--- config.mk ---
export PLATFORM = sky130hd
export DESIGN_NAME = rcec_top
export DESIGN_NICKNAME = d
export VERILOG_FILES = /design/src/rcec_top.v /design/src/rcec_counter.v
export VERILOG_INCLUDE_DIRS = /design/src
export SDC_FILE = /design/constraint.sdc
export NUM_CORES = 1
export LEC_CHECK = 0
export ABC_CLOCK_PERIOD_IN_PS = 3800
export BUFFER_PORTS_ARGS = -buffer_cell sky130_fd_sc_hd__buf_4
export CAP_MARGIN = 10
export CORE_MARGIN = 1.5
export CORE_UTILIZATION = 30
export DETAILED_ROUTE_END_ITERATION = 7
export HOLD_SLACK_MARGIN = 0.05
export PLACE_DENSITY = 0.64
export REMOVE_ABC_BUFFERS = 1
export SETUP_SLACK_MARGIN = 0.15
export SLEW_MARGIN = 10
export SYNTH_ARGS = -nofsm -noshare
export SYNTH_HDL_FRONTEND = slang
export SYNTH_SLANG_ARGS = --single-unit
--- constraint.sdc ---
create_clock -name clk_sys -period 3.8 [get_ports clk_sys]
set_input_delay 0.19 -clock clk_sys [delete_from_list [all_inputs] [get_ports clk_sys]]
set_output_delay 0.19 -clock clk_sys [all_outputs]
set_load 0.02 [all_outputs]
--- src/rcec_consts.vh ---
// Event numbers, unit masks and widths for the retirement and clear event counter
`ifndef RCEC_CONSTS_VH
`define RCEC_CONSTS_VH

`define RCEC_EVT_INST_RET 8'hC0
`define RCEC_EVT_UOPS_RET 8'hC2
`define RCEC_EVT_CLEARS 8'hC3

`define RCEC_UM_INST_ANY 8'h00
`define RCEC_UM_UOP_ROM 8'h01
`define RCEC_UM_UOP_FPSTACK 8'h02
`define RCEC_UM_UOP_MUL 8'h04
`define RCEC_UM_UOP_DIV 8'h08
`define RCEC_UM_UOP_ANY 8'h10
`define RCEC_UM_CLR_CODE 8'h01
`define RCEC_UM_CLR_ORDER 8'h02
`define RCEC_UM_CLR_FPHELP 8'h04
`define RCEC_UM_CLR_ANY 8'h08

`define RCEC_REGION_LSB 10
`define RCEC_CNT_W 48
`define RCEC_CNT_RESET 48'h000000000000

`endif

--- src/rcec_top.v ---
// Retirement and pipeline-clear qualification, clear generation and event counting
`include "rcec_consts.vh"
`default_nettype none

// Behaviour
// - Instruction event 00H counts once per instruction, on its last micro-op.
// - Instruction counting continues through interrupts, traps and handlers.
// - Fixed counter zero counts retired instructions with no selection.
// - C2H/01H counts retired micro-ops from the microcode sequencer ROM.
// - C2H/02H counts retired micro-ops that used floating-point stack hardware.
// - C2H/04H counts retired micro-ops that used the multiplier.
// - C2H/08H counts retired micro-ops that used the divider.
// - C2H/10H counts every retired micro-op.
// - Clear event 01H counts self-modifying code detections.
// - Clear event 02H counts memory-ordering clears.
// - Clear event 04H counts floating-point assist clears.
// - Clear event 08H counts every machine clear of any cause.
// - Any-cause clears include interrupts, traps and faults too.
// - Code-write detection compares store and code addresses per 1K region.
// - After a code-write clear, stores drain before the front end restarts.
// - Floating-point result needing help raises a clear and requests an assist.
// - Snoop hitting early-done younger load with older pending forces clear and undo.
// - No older load pending means no ordering clear for that snoop.
module rcec_top #(
   parameter CNT_W = `RCEC_CNT_W,
   parameter ADDR_W = 48,
   parameter NUM_PROG = 2
) (
   // Clock and reset
   input wire clk_sys,
   input wire rst_n,
   // Counter selection and control, from core logic
   input wire [NUM_PROG*8-1:0] prog_event_num,
   input wire [NUM_PROG*8-1:0] prog_unit_mask,
   input wire [NUM_PROG-1:0] prog_clear,
   input wire fixed_clear,
   // Retirement, one micro-op per cycle
   input wire uop_retire_valid,
   input wire uop_retire_last,
   input wire uop_from_rom,
   input wire uop_fp_stack,
   input wire uop_multiplier,
   input wire uop_divider,
   // Self-modifying code detection
   input wire store_valid,
   input wire [ADDR_W-1:0] store_addr,
   input wire code_valid,
   input wire [ADDR_W-1:0] code_addr,
   input wire store_buffer_empty,
   // Floating-point help request
   input wire fp_result_needs_help,
   // Memory ordering
   input wire snoop_hit_done_load,
   input wire older_load_pending,
   // Other clear causes: interrupt, trap, fault
   input wire other_clear,
   // Clear and restart control to the pipeline
   output reg machine_clear_q,
   output reg undo_to_load_q,
   output reg fp_assist_start_q,
   output reg front_end_hold_q,
   // Counts
   output wire [NUM_PROG*CNT_W-1:0] prog_count,
   output wire [CNT_W-1:0] fixed_count
);
   // ------------------------------------------------------------
   // Clear cause detection
   // ------------------------------------------------------------
   wire code_hit;
   wire order_hit;
   wire clear_any;
   reg code_clear_q;
   reg order_clear_q;
   reg fphelp_clear_q;
   reg any_clear_q;
   reg drain_q;
   reg drain_d;

   wire [ADDR_W-`RCEC_REGION_LSB-1:0] store_region;
   wire [ADDR_W-`RCEC_REGION_LSB-1:0] code_region;
   wire region_match;

   assign store_region = store_addr[ADDR_W-1:`RCEC_REGION_LSB];
   assign code_region = code_addr[ADDR_W-1:`RCEC_REGION_LSB];
   assign region_match = (store_region == code_region);

   // Region compare only; a store near code may clear without touching it
   assign code_hit = store_valid && code_valid && region_match;
   assign order_hit = snoop_hit_done_load && older_load_pending;
   assign clear_any = code_hit || order_hit || fp_result_needs_help || other_clear;

   always @(posedge clk_sys or negedge rst_n) begin
      if (!rst_n) begin
         code_clear_q <= 1'b0;
         order_clear_q <= 1'b0;
         fphelp_clear_q <= 1'b0;
         any_clear_q <= 1'b0;
         machine_clear_q <= 1'b0;
         undo_to_load_q <= 1'b0;
         fp_assist_start_q <= 1'b0;
      end else begin
         code_clear_q <= code_hit;
         order_clear_q <= order_hit;
         fphelp_clear_q <= fp_result_needs_help;
         any_clear_q <= clear_any;
         machine_clear_q <= clear_any;
         undo_to_load_q <= order_hit;
         fp_assist_start_q <= fp_result_needs_help;
      end
   end

   // ------------------------------------------------------------
   // Store drain before restart
   // ------------------------------------------------------------
   // Hold the front end until stores drain so refetch sees the new code
   always @* begin
      drain_d = drain_q;
      if (code_hit) begin
         drain_d = 1'b1;
      end else if (store_buffer_empty) begin
         drain_d = 1'b0;
      end
   end

   always @(posedge clk_sys or negedge rst_n) begin
      if (!rst_n) begin
         drain_q <= 1'b0;
         front_end_hold_q <= 1'b0;
      end else begin
         drain_q <= drain_d;
         front_end_hold_q <= drain_d;
      end
   end

   // ------------------------------------------------------------
   // Event qualification, registered so counts are one cycle behind
   // ------------------------------------------------------------
   reg inst_q;
   reg uop_q;
   reg rom_q;
   reg fps_q;
   reg mul_q;
   reg div_q;

   always @(posedge clk_sys or negedge rst_n) begin
      if (!rst_n) begin
         inst_q <= 1'b0;
         uop_q <= 1'b0;
         rom_q <= 1'b0;
         fps_q <= 1'b0;
         mul_q <= 1'b0;
         div_q <= 1'b0;
      end else begin
         // No interrupt or handler gating: counting never pauses
         inst_q <= uop_retire_valid && uop_retire_last;
         uop_q <= uop_retire_valid;
         rom_q <= uop_retire_valid && uop_from_rom;
         fps_q <= uop_retire_valid && uop_fp_stack;
         mul_q <= uop_retire_valid && uop_multiplier;
         div_q <= uop_retire_valid && uop_divider;
      end
   end

   // ------------------------------------------------------------
   // Selection per programmable counter
   // ------------------------------------------------------------
   genvar g;
   generate
      for (g = 0; g < NUM_PROG; g = g + 1) begin : g_prog
         // Decode is registered so it lines up with the registered qualifiers
         wire [7:0] evn;
         wire [7:0] um;
         reg sel_inst_d;
         reg sel_uop_d;
         reg sel_rom_d;
         reg sel_fps_d;
         reg sel_mul_d;
         reg sel_div_d;
         reg sel_code_d;
         reg sel_order_d;
         reg sel_fp_d;
         reg sel_any_d;
         reg sel_inst_q;
         reg sel_uop_q;
         reg sel_rom_q;
         reg sel_fps_q;
         reg sel_mul_q;
         reg sel_div_q;
         reg sel_code_q;
         reg sel_order_q;
         reg sel_fp_q;
         reg sel_any_q;
         reg hit;

         assign evn = prog_event_num[g*8 +: 8];
         assign um = prog_unit_mask[g*8 +: 8];

         always @* begin
            sel_inst_d = 1'b0;
            sel_uop_d = 1'b0;
            sel_rom_d = 1'b0;
            sel_fps_d = 1'b0;
            sel_mul_d = 1'b0;
            sel_div_d = 1'b0;
            sel_code_d = 1'b0;
            sel_order_d = 1'b0;
            sel_fp_d = 1'b0;
            sel_any_d = 1'b0;
            case (evn)
               `RCEC_EVT_INST_RET: begin
                  sel_inst_d = (um == `RCEC_UM_INST_ANY);
               end
               `RCEC_EVT_UOPS_RET: begin
                  case (um)
                     `RCEC_UM_UOP_ROM: begin
                        sel_rom_d = 1'b1;
                     end
                     `RCEC_UM_UOP_FPSTACK: begin
                        sel_fps_d = 1'b1;
                     end
                     `RCEC_UM_UOP_MUL: begin
                        sel_mul_d = 1'b1;
                     end
                     `RCEC_UM_UOP_DIV: begin
                        sel_div_d = 1'b1;
                     end
                     `RCEC_UM_UOP_ANY: begin
                        sel_uop_d = 1'b1;
                     end
                     default: begin
                        sel_uop_d = 1'b0;
                     end
                  endcase
               end
               `RCEC_EVT_CLEARS: begin
                  case (um)
                     `RCEC_UM_CLR_CODE: begin
                        sel_code_d = 1'b1;
                     end
                     `RCEC_UM_CLR_ORDER: begin
                        sel_order_d = 1'b1;
                     end
                     `RCEC_UM_CLR_FPHELP: begin
                        sel_fp_d = 1'b1;
                     end
                     `RCEC_UM_CLR_ANY: begin
                        sel_any_d = 1'b1;
                     end
                     default: begin
                        sel_any_d = 1'b0;
                     end
                  endcase
               end
               default: begin
                  sel_inst_d = 1'b0;
               end
            endcase
         end

         always @(posedge clk_sys or negedge rst_n) begin
            if (!rst_n) begin
               sel_inst_q <= 1'b0;
               sel_uop_q <= 1'b0;
               sel_rom_q <= 1'b0;
               sel_fps_q <= 1'b0;
               sel_mul_q <= 1'b0;
               sel_div_q <= 1'b0;
               sel_code_q <= 1'b0;
               sel_order_q <= 1'b0;
               sel_fp_q <= 1'b0;
               sel_any_q <= 1'b0;
            end else begin
               sel_inst_q <= sel_inst_d;
               sel_uop_q <= sel_uop_d;
               sel_rom_q <= sel_rom_d;
               sel_fps_q <= sel_fps_d;
               sel_mul_q <= sel_mul_d;
               sel_div_q <= sel_div_d;
               sel_code_q <= sel_code_d;
               sel_order_q <= sel_order_d;
               sel_fp_q <= sel_fp_d;
               sel_any_q <= sel_any_d;
            end
         end

         // Unmatched pairs leave every select low, so nothing counts
         always @* begin
            hit = 1'b0;
            if (sel_inst_q && inst_q) begin
               hit = 1'b1;
            end
            if (sel_uop_q && uop_q) begin
               hit = 1'b1;
            end
            if (sel_rom_q && rom_q) begin
               hit = 1'b1;
            end
            if (sel_fps_q && fps_q) begin
               hit = 1'b1;
            end
            if (sel_mul_q && mul_q) begin
               hit = 1'b1;
            end
            if (sel_div_q && div_q) begin
               hit = 1'b1;
            end
            if (sel_code_q && code_clear_q) begin
               hit = 1'b1;
            end
            if (sel_order_q && order_clear_q) begin
               hit = 1'b1;
            end
            if (sel_fp_q && fphelp_clear_q) begin
               hit = 1'b1;
            end
            if (sel_any_q && any_clear_q) begin
               hit = 1'b1;
            end
         end

         rcec_counter #(
            .W(CNT_W)
         ) u_prog (
            .clk_sys(clk_sys),
            .rst_n(rst_n),
            .clr(prog_clear[g]),
            .inc(hit),
            .count_q(prog_count[g*CNT_W +: CNT_W])
         );
      end
   endgenerate

   // ------------------------------------------------------------
   // Fixed counter zero
   // ------------------------------------------------------------
   rcec_counter #(
      .W(CNT_W)
   ) u_fixed (
      .clk_sys(clk_sys),
      .rst_n(rst_n),
      .clr(fixed_clear),
      .inc(inst_q),
      .count_q(fixed_count)
   );
endmodule
`default_nettype wire

--- src/rcec_counter.v ---
// Event counter with synchronous clear, one count per qualifying occurrence
`default_nettype none
module rcec_counter #(
   parameter W = 48
) (
   // Clock and reset
   input wire clk_sys,
   input wire rst_n,
   // Control
   input wire clr,
   input wire inc,
   // Count
   output reg [W-1:0] count_q
);
   always @(posedge clk_sys or negedge rst_n) begin
      if (!rst_n) begin
         count_q <= {W{1'b0}};
      end else if (clr) begin
         count_q <= {W{1'b0}};
      end else if (inc) begin
         count_q <= count_q + {{(W-1){1'b0}}, 1'b1};
      end
   end
endmodule
`default_nettype wire

==> qor.yml, run 1 <==
job:
  drv_cap: 0
critical_path:
  r2r_cells: 5
  worstSetupPathType: "register to register"
  crit_path_start_kind: "register"
  cp.arrival_ns: 2.95
  crit_required_ns: 4.16
  crit_fanout: 16
  worst_setup_path_end_kind: "register"
clock_network:
  cts_sinks: 175
  ctsResizeCount: 0
  path_clk_slew_ns: 0.08
  cts_buffers: 17
  cts_tree: "built"
  htreeDepth: 4
  cts.path.max_buffers: 2
  cts_root_buf: "clkbuf_16"
  clk-insertion-delay-late_ns: 0.44
routing:
  dr_total_vias: 9259
  ant_nets: 0
  routed_wl_mm: 29.2
  drc_errors: 0
  viasPerCell: 5.33
  wl_per_cell_um: 16.8
  drt_pass1_iterations: 5
  drt_iter0_drc: 559
logic_synthesis:
  ys_async_sr_fraction_pct: 100
  netlist_area_um2: 9450
  yosys.area_share.simple_pct: 28.0
  synth_compound_area_share_pct: 13.1
  synth_fa_ha_area_share_pct: 0.397
  ys.flop_type: "dfrtp_1"
  yosysWarnings: 0
  ys_seq_area_share_pct: 46.3
  synth_top_family_by_area: "simple AND/OR/NAND/NOR gates"
  synth_cells: 1034
  syn_avg_cell_area_um2: 9.14
  synth-edff-count: 0
  synth_mux_area_share_pct: 0.675
  synth_xor_area_share_pct: 8.80
  ys_types: 55
  synth-seq-cells: 175
global_route:
  overflow: 0
  grt_busiest_layer: "met2"
  grt_pass1_vias: 8878
  grt_pass1_wl_mm: 47.1
  grt_use_met2_pct: 30.6
  grt_max_degree: 76
  gr-usage-met1_pct: 22.5
  grt.met3_usage_pct: 3.96
  grt_usage_pct: 18.0
  antenna_found_initial: 2
power_and_ir_drop:
  p_comb_share_pct: 10.7
  pwr_density_cell_nw_per_um2: 320
  p_switching_mw: 1.11
  clockPowerShare_pct: 41.3
  p_leak_nw: 5.35
  p_int_mw: 2.98
  vdd_drop_max_v: 0.000295
  p_sw_share_pct: 27.1
  p_total_mw: 4.09
  p_seq_share_pct: 48.0
finish:
  syn_to_final_growth_pct: 35.2
  drive_above_1_share_pct: 25.1
  finalNetCount: 1476
  nFillCells: 3066
timing:
  relSlewSlack_pct: 30.0
  worstMarginPinSlew_ns: 1.04
  fin_crit_ns: 2.59
  rsz0062_at_grt: "no"
  clock_skew_ns: 0.0190
  finalCritPeriodShare_pct: 68.1
  drv_slew: 0
  tns_ns: 0
  final-setup-viol-count: 0
  timing.fmax_mhz: 386
  finalHoldViolations: 0
floorplanning:
  initial_utilization_pct: 30.7
  die_w_um: 180
  fp.dieArea_um2: 32600
  die_y_um: 180
  io_pins: 294
  rows: 64
  core_area_um2: 30800
status:
  outcome: "finished, final reports clean"
placed_design:
  place.gp.congestion: 0.827
  io_buffers: 273
  dp.final_hpwl_mm: 21.6
worst_hold_path:
  whs_path_depth: 3
  hold_class: "input port to register"
[state kept, by name (all words and copies together), names as in the netlist, 2 cells and up]
signal / count
g_prog.sel_fps_q: 2
g_prog.sel_mul_q: 2
u_fixed.count_q: 48
g_prog.u_prog.count_q: 96
g_prog.sel_div_q: 2
g_prog.sel_code_q: 2
g_prog.sel_uop_q: 2
g_prog.sel_order_q: 2
g_prog.sel_rom_q: 2
g_prog.sel_inst_q: 2
g_prog.sel_fp_q: 2
g_prog.sel_any_q: 2
[through the flow]
step | utilization (%) | hold slack [ns] | cell area [um^2] | std cells | setup WS (ns)
after global placement | 38.8 | 0.187 | 12000 | 1677 | 1.21
final | 41.4 | 0.0814 | 12800 | 1737 | 1.21
after CTS | 41.4 | 0.0594 | 12800 | 1736 | 1.15
after global routing | 41.4 | 0.0734 | 12800 | 1737 | 0.922
after detailed placement | 38.8 | 0.189 | 12000 | 1677 | 1.13
after floorplan | - | -0.106 | 9290 | 995 | 1.37
[path summary, 6_finish.rpt]
kind / slack [ns] / to / start
worst max-delay path: 1.21 / u_fixed.count_q[40] / inst_q
worst min-delay path: 0.08 / g_prog[0].sel_order_q / prog_unit_mask[1]
worst max register to register: 1.21 / u_fixed.count_q[40] / inst_q
worst min register to register: 0.53 / drain_q / drain_q
max in group asynchronous: 2.43 / g_prog[0].u_prog.count_q[11] / rst_n
min in group asynchronous: 0.27 / g_prog[1].u_prog.count_q[27] / rst_n
[cells in the mapped netlist, drive strengths merged (6+ instances only)]
cell | number | share of area (%)
and3 | 21 | 1.4
a211o | 6 | 0.56
inv | 26 | 1.0
a22oi | 8 | 0.64
nor4 | 22 | 1.5
and4 | 12 | 1.1
o31ai | 24 | 1.9
or3 | 48 | 3.2
nand3 | 60 | 3.2
and2 | 10 | 0.66
nor3 | 25 | 1.4
xnor2 | 53 | 4.9
nand2 | 71 | 2.8
or2 | 8 | 0.53
clkbuf | 35 | 1.4
nand3b | 7 | 0.56
o2111ai | 17 | 1.6
nand4 | 58 | 4.0
dfrtp | 175 | 46
a21oi | 75 | 4.0
o211ai | 6 | 0.48
xor2 | 42 | 3.9
or4 | 29 | 2.3
nor2 | 100 | 4.0
o21ai | 53 | 2.8
[metal layers]
layer  wire, um  vias to the layer above
li1           -                     4422
met1      12500                     4481
met2      14300                      319
met3       1680                       35
met4        645                        2
met5          9                        -
[repair_timing]
item / CTS / global route
buffers inserted: 0 / 0
hold endpoints to repair: 76 / 0
hold buffers: 27 / 0
[final cells by class]
cell class | count | area, um^2 | area share (%)
Multi-Input combinational cell | 794 | 4820 | 37.7
Tap cell | 396 | 495 | 3.88
Clock buffer | 19 | 443 | 3.47
Timing Repair Buffer | 313 | 2430 | 19.0
Inverter | 26 | 97.6 | 0.764
Sequential cell | 175 | 4380 | 34.3
Antenna cell | 1 | 2.50 | 0.0196
Clock inverter | 13 | 106 | 0.833
[power by group through the flow]
stage	registers, mW	logic (mW)	clock network (mW)
final	1.96	0.437	1.69
after global placement	1.99	0.421	0
after global routing	1.97	0.477	1.82
after CTS	1.96	0.445	1.75
after detailed placement	2.00	0.426	0
after floorplan	2.02	0.111	0
[logic make-up after synthesis]
family / count (synthesis)
xor+xnor: 95
fa+ha+maj: 3
simple gates: 488
buf+inv: 65
mux: 6
compound gates: 202
flops: 175
[worst max-delay path, stage by stage (launching register included)]
cell	delay (ns)
dfrtp_1	0.60
o21ai_0	0.28
nor3_1	0.32
nand4_1	0.50
or4_1	0.64
a21oi_1	0.17
[placed cells by master, fill, tap and decap left out, drive strengths merged, types with 6 or more instances in the layout]
| master | Yosys | final |
|---|---|---|
| dfrtp | 175 | 175 |
| o31ai | 24 | 24 |
| a21oi | 75 | 75 |
| clkbuf | 35 | 19 |
| nor3 | 25 | 25 |
| o21ai | 53 | 53 |
| nand4 | 58 | 58 |
| or2 | 8 | 8 |
| nand3 | 60 | 60 |
| nor2 | 100 | 100 |
| buf | 4 | 286 |
| nand3b | 7 | 7 |
| dlygate4sd3 | 0 | 27 |
| and2 | 10 | 10 |
| xor2 | 42 | 42 |
| a22oi | 8 | 8 |
| nor4 | 22 | 22 |
| inv | 26 | 31 |
| and4 | 12 | 12 |
| nand2 | 71 | 71 |
| xnor2 | 53 | 53 |
| a211o | 6 | 6 |
| o2111ai | 17 | 17 |
| or4 | 29 | 29 |
| or3 | 48 | 48 |
| o211ai | 6 | 6 |
| and3 | 21 | 21 |
Note: power is estimated with default switching activity, not from simulation.
==> inputs of run 2 (changes only) <==
Settings changed: ABC_CLOCK_PERIOD_IN_PS 3800 to 2300, PLACE_DENSITY 0.64 to 0.65.
Clock period 3.8 ns to 2.3 ns, I/O delays scaled along.
==> run 2 against run 1 <==
Effect of this change: critical endpoint is now g_prog[0].u_prog.count_q[37]; die area did not move; sequential power rose by 64%; total power increased by 81%; sequential share of layout area is 2.7 points lower; hold slack gained 0.040 ns; core utilization grew 3.7 points; cell count grew 5.5%; largest power group is now clock; clock power is 97% higher; via count increased by 4.5%.
==> qor.yml, run 2 (synthesis gave the netlist of run 1 again) <==
finish:
  final_area_um2: 13900
  largest_register: "g_prog.u_prog.count_q"
  top_regs: "g_prog.u_prog.count_q: 96 flops, u_fixed.count_q: 48 flops"
  syn_to_final_growth_pct: 47.2
  drive_above_1_share_pct: 32.4
  final_cell_mix: "364 x buf_4, 167 x dfrtp_1, 98 x nor2_1, 71 x nand2_1, 70 x a21oi_1"
  regArea_um2: 4390
  final_common_cell: "buf_4"
  multi_input_area_um2: 5020
  finalNetCount: 1573
  largest_reg_flops: 96
  n_antenna_cell: 0
  nFillCells: 2971
floorplanning:
  initial_utilization_pct: 30.7
  die_y_um: 180
  rows: 64
  io_pins: 294
  fp.dieArea_um2: 32600
  core_area_um2: 30800
  die_w_um: 180
placed_design:
  io_buffers: 273
  placed_area_um2: 12600
  dp.final_hpwl_mm: 22.9
  place.gp.congestion: 0.957
timing:
  drv_slew: 0
  tns_ns: 0
  relSlewSlack_pct: 52.6
  final-setup-viol-count: 0
  finalCritPeriodShare_pct: 97.6
  clock_skew_ns: 0.0135
  fin_crit_ns: 2.25
  finalHoldViolations: 0
  rsz0062_at_grt: "yes"
  worstMarginPinSlew_ns: 0.704
  hold_slack_ns: 0.121
  timing.fmax_mhz: 445
routing:
  wl_per_cell_um: 17.0
  routed_wl_mm: 31.1
  drt_iter0_drc: 503
  viasPerCell: 5.28
  ant_nets: 0
  dr_total_vias: 9672
  drt_pass1_iterations: 5
  drc_errors: 0
critical_path:
  critical_path.top_delay_family: "simple AND/OR/NAND/NOR gates"
  path_cells: "nand4_4 > or4_4 > a2111o_1 > buf_6 > or3_4 > a21oi_2"
  cpPeakStageDelay_ns: 0.53
  worst_setup_path_end_kind: "register"
  worstSetupPathType: "register to register"
  cp_slowest_cell: "or4_4"
  path_buf_inv: 1
  crit_path_start_kind: "register"
  crit_required_ns: 2.65
  cp.arrival_ns: 2.60
  crit_fanout: 5
clock_network:
  cts_sinks: 175
  cts.path.max_buffers: 2
  cts_root_buf: "clkbuf_16"
  cts_buffers: 17
  htreeDepth: 4
  path_clk_slew_ns: 0.07
  clk-insertion-delay-late_ns: 0.43
  cts_tree: "built"
status:
  outcome: "finished, final reports clean"
worst_hold_path:
  hold_class: "input port to register"
power_and_ir_drop:
  p_leak_nw: 5.96
  pwr_density_cell_nw_per_um2: 531
  vdd_drop_max_v: 0.000482
  p_total_mw: 7.38
global_route:
  grt_pass1_vias: 9662
  antenna_found_initial: 0
  grt_pass1_wl_mm: 49.5
  grt_usage_pct: 18.9
  grt_max_degree: 57
  overflow: 0
job:
  drv_cap: 0
-- run 2: power by group --
group / internal (mW) / total (mW) / switching [mW]
Clock: 2.09 / 3.33 / 1.24
Sequential: 3.14 / 3.21 / 0.0661
Combinational: 0.405 / 0.844 / 0.439
-- run 2: per-layer routing --
layer  up-vias  wire length (um)  track usage (%)
met5         -                 0                0
met3        39              1950             4.85
li1       4604                 -                -
met2       323             15600             32.9
met4         0               796             6.96
met1      4706             12800             22.5
-- run 2: area by class of cell --
class	instances	share of cell area (%)
multi-input combinational	794	36.1
sequential	175	31.5
timing repair buffer	410	23.3
tap	396	3.56
clock buffer	21	3.31
clock inverter	10	1.50
inverter	26	0.702
-- run 2: per-stage QoR --
stage | std cells | setup WS [ns] | utilization, %
global route | 1832 | -0.0150 | 45.1
global placement | 1752 | 0.0348 | 40.7
finish | 1832 | 0.0541 | 45.1
CTS | 1822 | 0.0608 | 44.3
detailed placement | 1752 | 0.0132 | 40.7
floorplan | 995 | -0.131 | -
-- run 2: timing repair --
| item | CTS | global route |
|---|---|---|
| gates resized for setup | 10 | 47 |
| buffers inserted | 0 | 11 |
| endpoints found under the setup margin | 20 | 55 |
| cloned | 0 | 0 |
| pin swaps | 12 | 11 |
| hold buffers | 39 | 0 |
| hold endpoints to repair | 83 | 0 |
-- run 2: worst paths after layout --
kind / start / endpoint / slack [ns] / depth (start not counted)
max in group asynchronous: rst_n / inst_q / 1.35 / 3
worst min register to register: g_prog[0].u_prog.count_q[1] / g_prog[0].u_prog.count_q[1] / 0.54 / 2
worst min-delay path: prog_unit_mask[14] / g_prog[1].sel_inst_q / 0.12 / 4
worst max register to register: g_prog[0].u_prog.count_q[15] / g_prog[0].u_prog.count_q[37] / 0.05 / 6
min in group asynchronous: rst_n / g_prog[1].u_prog.count_q[18] / 0.22 / 2
worst max-delay path: g_prog[0].u_prog.count_q[15] / g_prog[0].u_prog.count_q[37] / 0.05 / 6
-- run 2: worst reg2reg max path, cell delays in order (launching register included) --
cell      delay (ns)
dfrtp_1         0.39
nand4_4         0.13
or4_4           0.53
a2111o_1        0.51
buf_6           0.17
or3_4           0.32
a21oi_2         0.12
==> inputs of run 3 (changes only) <==
Settings changed: ABC_CLOCK_PERIOD_IN_PS 2300 to 2430, CELL_PAD_IN_SITES_DETAIL_PLACEMENT set to 1, CELL_PAD_IN_SITES_GLOBAL_PLACEMENT set to 2, PLACE_DENSITY 0.65 to 0.92.
Clock period 2.3 ns to 2.43 ns, I/O delays scaled along.
==> run 3 against run 2 <==
Effect of this change: non-clock buffer count fell by 19; routed wire length rose by 7.8%; combinational power fell by 6.9%; register-to-register slack improved by 0.099 ns; fmax fell by 1.4%; first-iteration DRC count fell by 3.4%; total power fell by 8.6%; cell count fell by 0.98%; hold slack got worse by 0.038 ns; critical path type unchanged; largest cell class unchanged.
==> qor.yml, run 3 (synthesis gave the netlist of run 1 again) <==
floorplanning:
  io_pins: 294
  initial_utilization_pct: 30.7
  core_area_um2: 30800
  rows: 64
  die_w_um: 180
  die_y_um: 180
  fp.dieArea_um2: 32600
placed_design:
  placed_area_um2: 12400
  io_buffers: 273
  dp.final_hpwl_mm: 25.0
  place.gp.congestion: 0.842
  dpl_worst_slack_ns: 0.0972
timing:
  timing.fmax_mhz: 439
  worstMarginPinSlew_ns: 0.650
  rsz0062_at_grt: "yes"
  relSlewSlack_pct: 56.3
  fin_crit_ns: 2.28
  clock_skew_ns: 0.0167
  final-setup-viol-count: 0
  finalCritPeriodShare_pct: 93.7
  finalHoldViolations: 0
  drv_slew: 0
  tns_ns: 0
  worst_slack_ns: 0.153
finish:
  nFillCells: 3577
  regArea_um2: 4380
  syn_to_final_growth_pct: 43.4
  final_cell_mix: "346 x buf_4, 173 x dfrtp_1, 99 x nor2_1, 74 x a21oi_1, 71 x nand2_1"
  drive_above_1_share_pct: 29.5
  multi_input_area_um2: 4890
  final_area_um2: 13600
  largest_register: "g_prog.u_prog.count_q"
  largest_reg_flops: 96
  top_regs: "g_prog.u_prog.count_q: 96 flops, u_fixed.count_q: 48 flops"
  n_antenna_cell: 0
  finalNetCount: 1554
  final_common_cell: "buf_4"
global_route:
  overflow: 0
  grt_pass1_wl_mm: 54.2
  antenna_found_initial: 1
  grt_pass1_vias: 10200
  grt_max_degree: 58
  grt_usage_pct: 20.8
routing:
  dr_total_vias: 9683
  viasPerCell: 5.34
  ant_nets: 0
  wl_per_cell_um: 18.5
  drc_errors: 0
  routed_wl_mm: 33.6
  drt_pass1_iterations: 4
  drt_iter0_drc: 486
critical_path:
  regToRegSetupSlack_ns: 0.15
  r2r_cells: 6
  reg2reg_to: "g_prog[0].u_prog.count_q[31]"
  crit_required_ns: 2.79
  cp-startpoint: "g_prog[0].u_prog.count_q[15]"
  crit_fanout: 10
  rr_startpoint: "g_prog[0].u_prog.count_q[15]"
  crit_path_start_kind: "register"
  cp.arrival_ns: 2.63
  worstSetupPathType: "register to register"
  worst_setup_path_end_kind: "register"
job:
  drv_cap: 0
worst_hold_path:
  min_to: "g_prog[1].sel_any_q"
  hold_class: "input port to register"
  worstHoldStart: "prog_event_num[8]"
  whs_path_depth: 3
power_and_ir_drop:
  vdd_drop_max_v: 0.000482
  p_leak_nw: 5.78
  pwr_density_cell_nw_per_um2: 498
clock_network:
  cts_buffers: 17
  cts.path.max_buffers: 2
  htreeDepth: 4
  cts_tree: "built"
  clk-insertion-delay-late_ns: 0.44
  path_clk_slew_ns: 0.07
  cts_root_buf: "clkbuf_16"
  cts_sinks: 175
status:
  outcome: "finished, final reports clean"
[run 3: cell types whose count changed in the layout (fill, tap and decap cells not counted), moves of 3 or more]
| cell | change |
|---|---|
| a21oi_2 | -4 |
| or3_1 | +3 |
| dfrtp_1 | +6 |
| or3_4 | -3 |
| buf_4 | -18 |
| inv_6 | +3 |
| dfrtp_2 | -6 |
| o31ai_1 | +3 |
| a21oi_1 | +4 |
| bufinv_16 | -3 |
[run 3: power breakdown]
| group | leakage (nW) | internal [mW] | switching [mW] | total, mW |
|---|---|---|---|---|
| logic | 3.08 | 0.375 | 0.411 | 0.786 |
| clock network | 0.289 | 1.64 | 1.28 | 2.92 |
| registers | 2.41 | 2.97 | 0.0675 | 3.04 |
| total | 5.78 | 4.98 | 1.76 | 6.74 |
[run 3: critical path, stage by stage, from the launching register on]
cell,delay (ns)
dfrtp_1,0.37
nand4_2,0.16
or4_4,0.56
a2111o_1,0.44
buf_6,0.17
or3_1,0.36
a21oi_2,0.14
[run 3: how the worst max path moves through the flow]
stage,endpoint,slack [ns]
after CTS,g_prog[0].u_prog.count_q[38],0.16
final,g_prog[0].u_prog.count_q[31],0.15
after global routing,g_prog[0].u_prog.count_q[37],0.11
after floorplan,g_prog[1].u_prog.count_q[47],-0.001
after global placement,g_prog[0].u_prog.count_q[33],0.19
after detailed placement,g_prog[1].u_prog.count_q[30],0.1
[run 3: repair_timing]
action	4_1_cts	5_1_grt
pin swaps	1	4
resized for setup	2	17
hold endpoints to repair	76	0
hold buffers	40	0
setup buffers	0	6
setup endpoints to repair	10	33
[run 3: cell type report]
class	count	area share [%]
Inverter	26	0.720
Tap cell	396	3.66
Timing Repair Buffer	391	22.7
Clock buffer	18	3.17
Clock inverter	14	1.34
Sequential cell	175	32.3
Multi-Input combinational cell	794	36.1
[run 3: routing by layer]
layer | wire length, um | global-route usage [%] | part of all wire (%) | up-vias
li1 | - | - | - | 4578
met5 | 12 | 0 | 0.036 | -
met1 | 14200 | 25.3 | 42 | 4813
met3 | 1440 | 4.02 | 4.3 | 36
met2 | 17100 | 37.0 | 51 | 254
met4 | 791 | 6.82 | 2.4 | 2
[run 3: stage by stage]
step | std cells | util (%) | hold slack (ns) | total power [mW]
6_report | 1814 | 44.0 | 0.0830 | 6.74
3_3_place_gp | 1736 | 40.3 | 0.106 | 3.83
3_5_place_dp | 1736 | 40.3 | 0.108 | 3.85
5_1_grt | 1814 | 44.0 | 0.0811 | 7.01
2_1_floorplan | 995 | - | -0.174 | 3.33
4_1_cts | 1808 | 43.6 | 0.0648 | 6.83
